## config.mk

```make
export PLATFORM = sky130hd
export DESIGN_NAME = hsm_readback_status
export DESIGN_NICKNAME = d
export VERILOG_FILES = /design/src/hdl/hsm_pkg.sv /design/src/hdl/hsm_bus_cond.sv /design/src/hdl/hsm_readback_status.sv
export SDC_FILE = /design/constraint.sdc
export NUM_CORES = 1
export LEC_CHECK = 0
export BUFFER_PORTS_ARGS = -buffer_cell sky130_fd_sc_hd__buf_2
export CAP_MARGIN = 20
export CORE_MARGIN = 4
export CORE_UTILIZATION = 45
export CTS_CLUSTER_SIZE = 24
export DETAILED_ROUTE_END_ITERATION = 7
export MAX_ROUTING_LAYER = met4
export SLEW_MARGIN = 25
export SYNTH_ARGS = -nofsm -noshare
export SYNTH_HDL_FRONTEND = slang
export SYNTH_HIERARCHICAL = 1
export SYNTH_SLANG_ARGS = --single-unit
```

## constraint.sdc

```tcl
create_clock -name core_clk -period 3.5 [get_ports core_clk]
set_input_delay 0.7 -clock core_clk [delete_from_list [all_inputs] [get_ports core_clk]]
set_output_delay 0.7 -clock core_clk [all_outputs]
set_load 0.05 [all_outputs]
```

## src/hdl/hsm_pkg.sv

```systemverilog
package hsm_pkg;

   // ************************************************************
   // Widths and bus constants
   // ************************************************************
   localparam int          BYTE_W        = 8;
   localparam int          CODE_W        = 12;
   localparam int          NIB_W         = 4;
   localparam int          CMD_W         = 7;
   localparam int          AEN_W         = 5;
   localparam int          HIST_W        = 4;
   localparam logic [2:0]  LAST_BIT      = 3'h7;
   localparam logic [1:0]  LAST_IDX      = 2'h3;
   localparam logic [6:0]  DEV_ADDR_DFLT = 7'h2a;  // Arbitrary default address

   // ************************************************************
   // Write pointer byte and extended register selects
   // ************************************************************
   localparam int          EXT_FLAG_BIT  = 7;
   localparam logic [1:0]  EXT_NONE      = 2'h0;
   localparam logic [1:0]  EXT_ALERT_EN  = 2'h1;
   localparam logic [1:0]  EXT_TRIP      = 2'h2;
   localparam logic [1:0]  EXT_CONTROL   = 2'h3;

   // ************************************************************
   // Command byte fields
   // ************************************************************
   localparam int          CMD_V_CONT    = 0;
   localparam int          CMD_V_ONCE    = 1;
   localparam int          CMD_I_CONT    = 2;
   localparam int          CMD_I_ONCE    = 3;
   localparam int          CMD_STATUS_RD = 6;
   localparam logic [6:0]  CMD_RST       = 7'h00;

   // ************************************************************
   // Alert enable, trip level and control fields
   // ************************************************************
   localparam int          AEN_SINGLE    = 0;
   localparam int          AEN_QUAD      = 1;
   localparam int          AEN_SWAP      = 2;
   localparam int          AEN_OFF       = 3;
   localparam int          AEN_CLEAR     = 4;
   localparam logic [4:0]  AEN_RST       = 5'h04;
   localparam logic [7:0]  TRIP_RST      = 8'hff;
   localparam int          CTL_SOFTWARE_POWER_OFF     = 0;

   // ************************************************************
   // Status byte fields
   // ************************************************************
   localparam int          ST_CONV_OC    = 0;
   localparam int          ST_CONV_ALERT = 1;
   localparam int          ST_ANALOG_OC  = 2;
   localparam int          ST_SWAP_FAIL  = 3;
   localparam int          ST_OFF        = 4;
   localparam int          ST_OFF_ALERT  = 5;

   // ************************************************************
   // Types
   // ************************************************************
   typedef enum logic [2:0] {
      ST_IDLE      = 3'b000,
      ST_ADDR      = 3'b001,
      ST_ADDR_ACK  = 3'b010,
      ST_READ      = 3'b011,
      ST_READ_ACK  = 3'b100,
      ST_WRITE     = 3'b101,
      ST_WRITE_ACK = 3'b110
   } hsm_state_t;

   typedef enum logic [1:0] {
      FMT_BOTH = 2'b00,
      FMT_VOLT = 2'b01,
      FMT_CURR = 2'b10,
      FMT_STAT = 2'b11
   } hsm_fmt_t;

endpackage : hsm_pkg

```

## src/hdl/hsm_bus_cond.sv

```systemverilog
`timescale 1ns/1ps
module hsm_bus_cond (
   input  wire logic core_clk,
   input  wire logic rst_n,
   input  wire logic scl_in,
   input  wire logic sda_in,
   output logic      scl_rise,
   output logic      scl_fall,
   output logic      start_cond,
   output logic      stop_cond,
   output logic      sda_now
);

   logic scl_q;
   logic sda_q;

   // Line samples; idle bus reads high
   always_ff @(posedge core_clk or negedge rst_n) begin
      if (!rst_n) begin
         scl_q <= 1'b1;
         sda_q <= 1'b1;
      end else begin
         scl_q <= scl_in;
         sda_q <= sda_in;
      end
   end

   // Registered events, all one cycle late so data stays aligned
   always_ff @(posedge core_clk or negedge rst_n) begin
      if (!rst_n) begin
         scl_rise   <= 1'b0;
         scl_fall   <= 1'b0;
         start_cond <= 1'b0;
         stop_cond  <= 1'b0;
         sda_now    <= 1'b1;
      end else begin
         scl_rise   <= scl_in & ~scl_q;
         scl_fall   <= ~scl_in & scl_q;
         start_cond <= scl_in & scl_q & sda_q & ~sda_in;
         stop_cond  <= scl_in & scl_q & ~sda_q & sda_in;
         sda_now    <= sda_in;
      end
   end

endmodule : hsm_bus_cond

```

## src/hdl/hsm_readback_status.sv

```systemverilog
`timescale 1ns/1ps
// Summary of operation
// - Eight-bit trip level, resets full scale
// - Software off bit gates output off
// - Four readback formats from command config
// - Combined read: V high, I high, nibbles
// - Voltage read: two bytes, low nibble zero
// - Current read: two bytes, low nibble zero
// - Three-byte read, ack, ack, nack, stop
// - Status read returns one acknowledged byte
// - Status bit0: last three conversions over
// - Status bit1: sticky conversion trip alert
// - Status bit2: analog overcurrent off state
// - Status bit3: sticky swap failure flag
// - Status bit4: input off or software off
// - Status bit5: sticky off alert
// - Sticky bits cleared only by clear bit
// - Pointer byte MSB one selects register
// - Status-read command returns status byte
// - Clear bit self-clears; sources may reassert
module hsm_readback_status #(
   parameter logic [6:0] DEV_ADDR      = hsm_pkg::DEV_ADDR_DFLT,
   parameter bit         RETRY_VARIANT = 1'b0
) (
   input  wire logic                        core_clk,
   input  wire logic                        rst_n,
   input  wire logic                        scl_in,
   input  wire logic                        sda_in,
   output logic                             sda_o,
   output logic                             sda_oe,
   input  wire logic                        power_enable_input,
   input  wire logic                        analog_overcurrent_off,
   input  wire logic                        swap_fail_event,
   input  wire logic [hsm_pkg::CODE_W-1:0]  volt_code,
   input  wire logic [hsm_pkg::CODE_W-1:0]  curr_code,
   input  wire logic                        volt_done,
   input  wire logic                        curr_done,
   output logic                             hot_swap_on,
   output logic [hsm_pkg::CMD_W-1:0]        command_bits
);

   // ************************************************************
   // Declarations
   // ************************************************************
   hsm_pkg::hsm_state_t              state;
   hsm_pkg::hsm_fmt_t                fmt;
   logic                             scl_rise, scl_fall, start_cond, stop_cond, bit_in;
   logic [2:0]                       bit_cnt;
   logic [1:0]                       byte_cnt, next_byte_cnt;
   logic                             ack_on, rd_mode, nack, wr_pulse, wr_first;
   logic [hsm_pkg::BYTE_W-1:0]       rx, tx, tx_next;
   logic [hsm_pkg::CODE_W-1:0]       volt_cap, curr_cap;
   logic [hsm_pkg::AEN_W-1:0]        alert_en;
   logic [hsm_pkg::BYTE_W-1:0]       current_trip_level;
   logic [1:0]                       ptr;
   logic                             software_power_off;
   logic [hsm_pkg::HIST_W-1:0]       hist;
   logic                             conversion_overcurrent_now, over_now, single_hit, quad_hit;
   logic                             conv_alert, swap_failure_flag, off_alert, off_prev;
   logic                             off_status, analog_overcurrent_off_bit, clear_go, addr_ok;
   logic [hsm_pkg::BYTE_W-1:0]       alert_status_byte;

   // ************************************************************
   // Bus conditions
   // ************************************************************
   hsm_bus_cond u_cond (
      .core_clk   (core_clk),
      .rst_n      (rst_n),
      .scl_in     (scl_in),
      .sda_in     (sda_in),
      .scl_rise   (scl_rise),
      .scl_fall   (scl_fall),
      .start_cond (start_cond),
      .stop_cond  (stop_cond),
      .sda_now    (bit_in)
   );

   // Open drain: only ever pull low
   assign sda_o = 1'b0;

   // ************************************************************
   // Readback format and byte selection
   // ************************************************************
   // Status command overrides conversion data
   always_comb begin
      if (command_bits[hsm_pkg::CMD_STATUS_RD])
         fmt = hsm_pkg::FMT_STAT;
      else if ((command_bits[hsm_pkg::CMD_V_CONT] | command_bits[hsm_pkg::CMD_V_ONCE]) &
               ~(command_bits[hsm_pkg::CMD_I_CONT] | command_bits[hsm_pkg::CMD_I_ONCE]))
         fmt = hsm_pkg::FMT_VOLT;
      else if (~(command_bits[hsm_pkg::CMD_V_CONT] | command_bits[hsm_pkg::CMD_V_ONCE]) &
               (command_bits[hsm_pkg::CMD_I_CONT] | command_bits[hsm_pkg::CMD_I_ONCE]))
         fmt = hsm_pkg::FMT_CURR;
      else
         fmt = hsm_pkg::FMT_BOTH;
   end

   // Next byte to shift out; past the last byte the line stays released so an acked master can still stop
   always_comb begin
      tx_next = '1;
      unique case (fmt)
         hsm_pkg::FMT_BOTH: begin
            if (byte_cnt == 2'h0)
               tx_next = volt_cap[hsm_pkg::CODE_W-1:hsm_pkg::NIB_W];
            else if (byte_cnt == 2'h1)
               tx_next = curr_cap[hsm_pkg::CODE_W-1:hsm_pkg::NIB_W];
            else if (byte_cnt == 2'h2)
               tx_next = {volt_cap[hsm_pkg::NIB_W-1:0], curr_cap[hsm_pkg::NIB_W-1:0]};
         end
         hsm_pkg::FMT_VOLT: begin
            if (byte_cnt == 2'h0)
               tx_next = volt_cap[hsm_pkg::CODE_W-1:hsm_pkg::NIB_W];
            else if (byte_cnt == 2'h1)
               tx_next = {volt_cap[hsm_pkg::NIB_W-1:0], 4'h0};
         end
         hsm_pkg::FMT_CURR: begin
            if (byte_cnt == 2'h0)
               tx_next = curr_cap[hsm_pkg::CODE_W-1:hsm_pkg::NIB_W];
            else if (byte_cnt == 2'h1)
               tx_next = {curr_cap[hsm_pkg::NIB_W-1:0], 4'h0};
         end
         hsm_pkg::FMT_STAT: begin
            if (byte_cnt == 2'h0)
               tx_next = alert_status_byte;
         end
      endcase
   end

   assign next_byte_cnt = (byte_cnt == hsm_pkg::LAST_IDX) ? byte_cnt : byte_cnt + 2'h1;

   // Reads are refused while a one-shot conversion is still pending
   assign addr_ok = (rx[6:0] == DEV_ADDR) &
                    ~(bit_in & (command_bits[hsm_pkg::CMD_V_ONCE] | command_bits[hsm_pkg::CMD_I_ONCE]));

   // ************************************************************
   // Serial slave sequencer
   // ************************************************************
   // Data changes on SCL fall, sampled on SCL rise
   always_ff @(posedge core_clk or negedge rst_n) begin
      if (!rst_n) begin
         state    <= hsm_pkg::ST_IDLE;
         bit_cnt  <= '0;
         byte_cnt <= '0;
         ack_on   <= 1'b0;
         sda_oe   <= 1'b0;
         rx       <= '0;
         tx       <= '0;
         rd_mode  <= 1'b0;
         nack     <= 1'b0;
         wr_pulse <= 1'b0;
         wr_first <= 1'b0;
      end else begin
         wr_pulse <= 1'b0;
         if (stop_cond) begin
            state  <= hsm_pkg::ST_IDLE;
            sda_oe <= 1'b0;
            ack_on <= 1'b0;
         end else if (start_cond) begin
            state    <= hsm_pkg::ST_ADDR;
            bit_cnt  <= '0;
            byte_cnt <= '0;
            sda_oe   <= 1'b0;
            ack_on   <= 1'b0;
         end else begin
            unique case (state)
               hsm_pkg::ST_IDLE: begin
               end
               hsm_pkg::ST_ADDR: if (scl_rise) begin
                  rx      <= {rx[6:0], bit_in};
                  bit_cnt <= bit_cnt + 3'h1;
                  if (bit_cnt == hsm_pkg::LAST_BIT) begin
                     rd_mode <= bit_in;
                     state   <= addr_ok ? hsm_pkg::ST_ADDR_ACK : hsm_pkg::ST_IDLE;
                  end
               end
               hsm_pkg::ST_ADDR_ACK: if (scl_fall) begin
                  if (!ack_on) begin
                     ack_on <= 1'b1;
                     sda_oe <= 1'b1;
                  end else begin
                     ack_on  <= 1'b0;
                     bit_cnt <= '0;
                     if (rd_mode) begin
                        state    <= hsm_pkg::ST_READ;
                        tx       <= tx_next;
                        sda_oe   <= ~tx_next[hsm_pkg::BYTE_W-1];
                        byte_cnt <= next_byte_cnt;
                     end else begin
                        state  <= hsm_pkg::ST_WRITE;
                        sda_oe <= 1'b0;
                     end
                  end
               end
               hsm_pkg::ST_READ: if (scl_fall) begin
                  bit_cnt <= bit_cnt + 3'h1;
                  if (bit_cnt == hsm_pkg::LAST_BIT) begin
                     state  <= hsm_pkg::ST_READ_ACK;
                     sda_oe <= 1'b0;
                  end else begin
                     tx     <= {tx[6:0], 1'b0};
                     sda_oe <= ~tx[6];
                  end
               end
               // Master ack fetches the next byte, nack ends the read
               hsm_pkg::ST_READ_ACK: begin
                  if (scl_rise)
                     nack <= bit_in;
                  else if (scl_fall) begin
                     if (nack)
                        state <= hsm_pkg::ST_IDLE;
                     else begin
                        state    <= hsm_pkg::ST_READ;
                        bit_cnt  <= '0;
                        tx       <= tx_next;
                        sda_oe   <= ~tx_next[hsm_pkg::BYTE_W-1];
                        byte_cnt <= next_byte_cnt;
                     end
                  end
               end
               hsm_pkg::ST_WRITE: if (scl_rise) begin
                  rx      <= {rx[6:0], bit_in};
                  bit_cnt <= bit_cnt + 3'h1;
                  if (bit_cnt == hsm_pkg::LAST_BIT) begin
                     state    <= hsm_pkg::ST_WRITE_ACK;
                     wr_pulse <= 1'b1;
                     wr_first <= (byte_cnt == 2'h0);
                     byte_cnt <= next_byte_cnt;
                  end
               end
               hsm_pkg::ST_WRITE_ACK: if (scl_fall) begin
                  if (!ack_on) begin
                     ack_on <= 1'b1;
                     sda_oe <= 1'b1;
                  end else begin
                     ack_on  <= 1'b0;
                     sda_oe  <= 1'b0;
                     bit_cnt <= '0;
                     state   <= hsm_pkg::ST_WRITE;
                  end
               end
               default: state <= hsm_pkg::ST_IDLE;
            endcase
         end
      end
   end

   // Snapshot codes at the read bit so bytes of one frame agree
   always_ff @(posedge core_clk or negedge rst_n) begin
      if (!rst_n) begin
         volt_cap <= '0;
         curr_cap <= '0;
      end else if (state == hsm_pkg::ST_ADDR && scl_rise && bit_cnt == hsm_pkg::LAST_BIT && bit_in) begin
         volt_cap <= volt_code;
         curr_cap <= curr_code;
      end
   end

   // ************************************************************
   // Register writes
   // ************************************************************
   // First byte: command (MSB 0) or extended pointer (MSB 1)
   always_ff @(posedge core_clk or negedge rst_n) begin
      if (!rst_n) begin
         command_bits       <= hsm_pkg::CMD_RST;
         alert_en           <= hsm_pkg::AEN_RST;
         current_trip_level <= hsm_pkg::TRIP_RST;
         software_power_off <= 1'b0;
         ptr                <= hsm_pkg::EXT_NONE;
      end else begin
         if (clear_go)
            alert_en[hsm_pkg::AEN_CLEAR] <= 1'b0;
         if (volt_done)
            command_bits[hsm_pkg::CMD_V_ONCE] <= 1'b0;
         if (curr_done)
            command_bits[hsm_pkg::CMD_I_ONCE] <= 1'b0;
         if (wr_pulse) begin
            if (wr_first) begin
               if (rx[hsm_pkg::EXT_FLAG_BIT])
                  ptr <= rx[1:0];
               else begin
                  command_bits <= rx[hsm_pkg::CMD_W-1:0];
                  ptr          <= hsm_pkg::EXT_NONE;
               end
            end else if (ptr == hsm_pkg::EXT_ALERT_EN)
               alert_en <= rx[hsm_pkg::AEN_W-1:0];
            else if (ptr == hsm_pkg::EXT_TRIP)
               current_trip_level <= rx;
            else if (ptr == hsm_pkg::EXT_CONTROL)
               software_power_off <= rx[hsm_pkg::CTL_SOFTWARE_POWER_OFF];
         end
      end
   end

   // ************************************************************
   // Alert detection and status
   // ************************************************************
   assign over_now   = curr_code[hsm_pkg::CODE_W-1:hsm_pkg::NIB_W] > current_trip_level;
   assign single_hit = curr_done & over_now & alert_en[hsm_pkg::AEN_SINGLE];
   assign quad_hit   = curr_done & over_now & (&hist[2:0]) & alert_en[hsm_pkg::AEN_QUAD];
   assign conversion_overcurrent_now = &hist[2:0];
   assign off_status = ~power_enable_input | software_power_off;
   assign clear_go   = alert_en[hsm_pkg::AEN_CLEAR];
   // Latching parts mirror the failure flag while swap alerts are enabled; retry parts show live state
   assign analog_overcurrent_off_bit = RETRY_VARIANT ? analog_overcurrent_off :
                                       (swap_failure_flag & alert_en[hsm_pkg::AEN_SWAP]);

   always_comb begin
      alert_status_byte = '0;
      alert_status_byte[hsm_pkg::ST_CONV_OC]    = conversion_overcurrent_now;
      alert_status_byte[hsm_pkg::ST_CONV_ALERT] = conv_alert;
      alert_status_byte[hsm_pkg::ST_ANALOG_OC]  = analog_overcurrent_off_bit;
      alert_status_byte[hsm_pkg::ST_SWAP_FAIL]  = swap_failure_flag;
      alert_status_byte[hsm_pkg::ST_OFF]        = off_status;
      alert_status_byte[hsm_pkg::ST_OFF_ALERT]  = off_alert;
   end

   // Conversion history, newest in bit 0
   always_ff @(posedge core_clk or negedge rst_n) begin
      if (!rst_n)
         hist <= '0;
      else if (curr_done)
         hist <= {hist[2:0], over_now};
   end

   // Sticky flags; a new event beats a simultaneous clear
   always_ff @(posedge core_clk or negedge rst_n) begin
      if (!rst_n) begin
         conv_alert        <= 1'b0;
         swap_failure_flag <= 1'b0;
         off_alert         <= 1'b0;
         off_prev          <= 1'b1;
      end else begin
         off_prev          <= off_status;
         conv_alert        <= (conv_alert & ~clear_go) | single_hit | quad_hit;
         swap_failure_flag <= (swap_failure_flag & ~clear_go) |
                              (swap_fail_event & alert_en[hsm_pkg::AEN_SWAP]);
         off_alert         <= (off_alert & ~clear_go) |
                              (off_status & ~off_prev & alert_en[hsm_pkg::AEN_OFF]);
      end
   end

   // Same effect as dropping the enable pin
   always_ff @(posedge core_clk or negedge rst_n) begin
      if (!rst_n)
         hot_swap_on <= 1'b0;
      else
         hot_swap_on <= ~off_status;
   end
endmodule : hsm_readback_status

```

==> flow_metrics.py <==
metrics = {
    "status": {
        "outcome": "finished, final reports clean",
    },
    "power_and_ir_drop": {
        "p_switching_uw": 1006,
        "p_per_area_nw_per_um2": 544.3,
        "p_int_uw": 1836,
        "peakVddDrop_v": 0.0003541,
        "pwr-share-comb_pct": 25.3,
        "p_leak_uw": 0.002314,
        "power.share.switching_pct": 35.40,
        "p_clk_share_pct": 25.9,
        "seqPwrFrac_pct": 48.7,
    },
    "die": {
        "rows": 37,
        "die_area_sq_um": 12210,
        "core_sq_um": 10280,
        "die_h_um": 110.5,
        "ios": 43,
        "initial_core_util_pct": 46.02,
        "die_width_um": 110.5,
    },
    "cts": {
        "cts_setup_buffers": 0,
        "cts_buffers": 9,
        "cts.repair.resized": 0,
        "cts_sinks": 90,
        "htreeDepth": 3,
        "hold_buffers": 0,
        "clk_latency_ns": 0.37,
        "cts_tree": "done",
        "cts_root_buf": "clkbuf_8",
        "path_clk_slew_ns": 0.09,
        "cts_buffer_depth": 2,
    },
    "hold_path": {
        "hold_class": "in -> async",
    },
    "finish": {
        "insertedDiodeCount": 0,
        "final_cells": 624,
        "nets": 533,
        "utilization_pct": 50.82,
        "final_area_sq_um": 5223,
        "area_delta_synth_final_pct": 10.42,
        "drive_gt1_share_pct": 25.61,
        "regArea_sq_um": 2267,
        "n_fill_cell": 948,
        "multi_input_area_sq_um": 2250,
    },
    "job": {
        "cap_violations": 0,
    },
    "placed_design": {
        "dp_slack_ns": 1.133,
        "place_hpwl_um": 7875,
        "dp.cells": 608,
        "io_buffers": 40,
        "place_area_sq_um": 5021,
        "globalplace.congestion": 0.8773,
    },
    "synthesis": {
        "post-synth-top-count-cell": "dfrtp_1",
        "synth_ff_type": "dfrtp_1",
        "synthAdderAreaFrac_pct": 4.497,
        "synth_common_cells": "78 x dfrtp_1, 39 x mux2_2, 39 x nand2_1",
        "ys_ff_latch": 90,
        "synth_top_family_by_area": "compound AO/OA/AOI/OAI gates",
        "synth_compound_area_share_pct": 17.30,
        "syn_nets": 500,
        "synth.area.mux_share_pct": 10.66,
        "synth-seq-area-share_pct": 47.94,
        "ys_warn_count": 6,
        "synth-xor-area-share_pct": 0.5556,
        "async_flop_share_pct": 100.0,
        "yosysUniqueCellTypes": 69,
        "synth_area_per_cell_sq_um": 10.51,
        "synthTopCellsByArea": "dfrtp_1 41%, mux2_2 9.3%, dfstp_2 6.7%",
        "synth_edf_count": 0,
        "yosysTopAreaCell": "dfrtp_1",
        "netlist_instances": 450,
        "netlist_area_sq_um": 4730,
        "synthSimpleGateAreaFrac_pct": 14.47,
        "synth_top_area_share_pct": 41.27,
    },
    "worst_setup_path": {
        "worstSetupStartpointType": "flip-flop",
        "criticalPathCategory": "reg -> reg",
        "worstSetupEndpointType": "flip-flop",
        "crit_arrival_ns": 2.58,
        "path_max_fanout": 15,
        "slowest_delay_ns": 0.48,
        "regToRegSetupSlack_ns": 1.16,
        "crit_path_cell_trace": "inv_1, ha_1, buf_4, nor2_1, a21oi_1, o221ai_1, o211ai_1, a2bb2oi_1",
        "worstPathRequired_ns": 3.74,
        "crit_slowest_cell": "ha_1",
    },
    "sta": {
        "fin_skew_ns": 0.01568,
        "maxSlewViolCount": 0,
        "setup_violations": 0,
        "setup_tns_ns": 0,
        "relSlewSlack_pct": 52.31,
        "max_freq_ghz": 0.4270,
        "worst_pin_slew_ns": 0.7122,
        "setup_ws_ns": 1.158,
        "rsz0062_at_grt": "false",
        "timing.final.hold_violations": 0,
        "min_period_ns": 2.342,
        "layout_worst_path_cycle_share_pct": 66.91,
    },
    "routing": {
        "dr.first_iter.drc_count": 123,
        "ant_nets": 0,
        "routed_via_density": 5.673,
        "firstDrtPassIters": 4,
        "drt-wirelength-per-cell_um": 17.18,
        "drt_wl_total_um": 10720,
        "vias": 3540,
        "drc": 0,
    },
    "global_route": {
        "grt_pass1_vias": 3573,
        "antenna_found_initial": 0,
        "grtUsageTotal_pct": 18.43,
        "grt_pass1_wl_um": 17930,
        "overflow": 0,
        "grt_max_degree": 40,
    },
}
-- kinds of logic after synthesis --
logic type,after synthesis
xor gates and xnor gates,3
adders and majority gates,17
other,1
buffers and inverters,50
AOI/OAI and AO/OA,121
DFF,90
and+or+nand+nor,123
muxes,45
-- cell type report --
class,count,area share (%)
Sequential cell,90,43.41
Multi-Input combinational cell,310,43.08
Timing Repair Buffer,43,4.312
Tap cell,136,3.258
Clock buffer,10,2.444
Inverter,29,2.084
Clock inverter,6,1.414
-- power by group through the flow --
stage / Clock, uW / Combinational, uW / Sequential, uW
after floorplan: 0 / 587 / 1310
after global placement: 0 / 699 / 1400
after detailed placement: 0 / 723 / 1400
after CTS: 755 / 723 / 1380
after global routing: 805 / 799 / 1410
final: 737 / 720 / 1390
-- metrics by stage --
step                      hold WS, ns  power (uW)
final                          0.2849        2843
after global routing           0.3008        3016
after CTS                      0.2996        2861
after detailed placement       0.4749        2123
after global placement         0.4687        2098
after floorplan                0.4044        1900
-- placed cells by master (no fill, tap or decap), types with 8 or more instances in the layout --
cell | synthesis | routed
nor2_1 | 18 | 18
clkbuf_8 | 0 | 9
o21ai_0 | 28 | 28
a21oi_1 | 24 | 24
nand2_1 | 39 | 39
inv_1 | 27 | 27
o22ai_1 | 16 | 16
dfstp_2 | 12 | 12
o211ai_1 | 8 | 8
ha_1 | 17 | 17
mux2_2 | 39 | 39
buf_2 | 8 | 39
nor2b_1 | 11 | 11
dfrtp_1 | 78 | 78
-- sequential cells by signal (all words and copies together) (netlist names), 2 cells and up --
register,cells
curr_cap,12
rx,8
alert_en,5
bit_cnt,3
current_trip_level,8
byte_cnt,2
command_bits,7
tx,7
hist,3
state,3
ptr,2
volt_cap,12
-- per-layer routing --
layer,vias up,global-route usage [%],routed length (um)
met2,74,28.76,5062
met1,1741,23.79,5039
met3,17,4.712,412
met5,-,-,0
met4,0,5.501,204
li1,1708,-,-
-- critical path, delay by kind of cell, from the launching register on --
| family | cells | cell delay, ns |
|---|---|---|
| DFF | 1 | 0.45 |
| AOI/OAI and AO/OA | 4 | 0.74 |
| and+or+nand+nor | 1 | 0.13 |
| adders and majority gates | 1 | 0.48 |
| buffers and inverters | 2 | 0.40 |
-- worst paths after layout --
check | from | endpoint | cells after the start
worst min register to register | curr_cap[4] | curr_cap[4] | 2
max in group asynchronous | rst_n | current_trip_level[2] | 2
worst min-delay path | rst_n | bit_cnt[1] | 1
worst max register to register | byte_cnt[0] | tx[2] | 8
worst max-delay path | byte_cnt[0] | tx[2] | 8
min in group core_clk | sda_in | u_cond/sda_q | 1
Power figures use the tool's default switching activity.
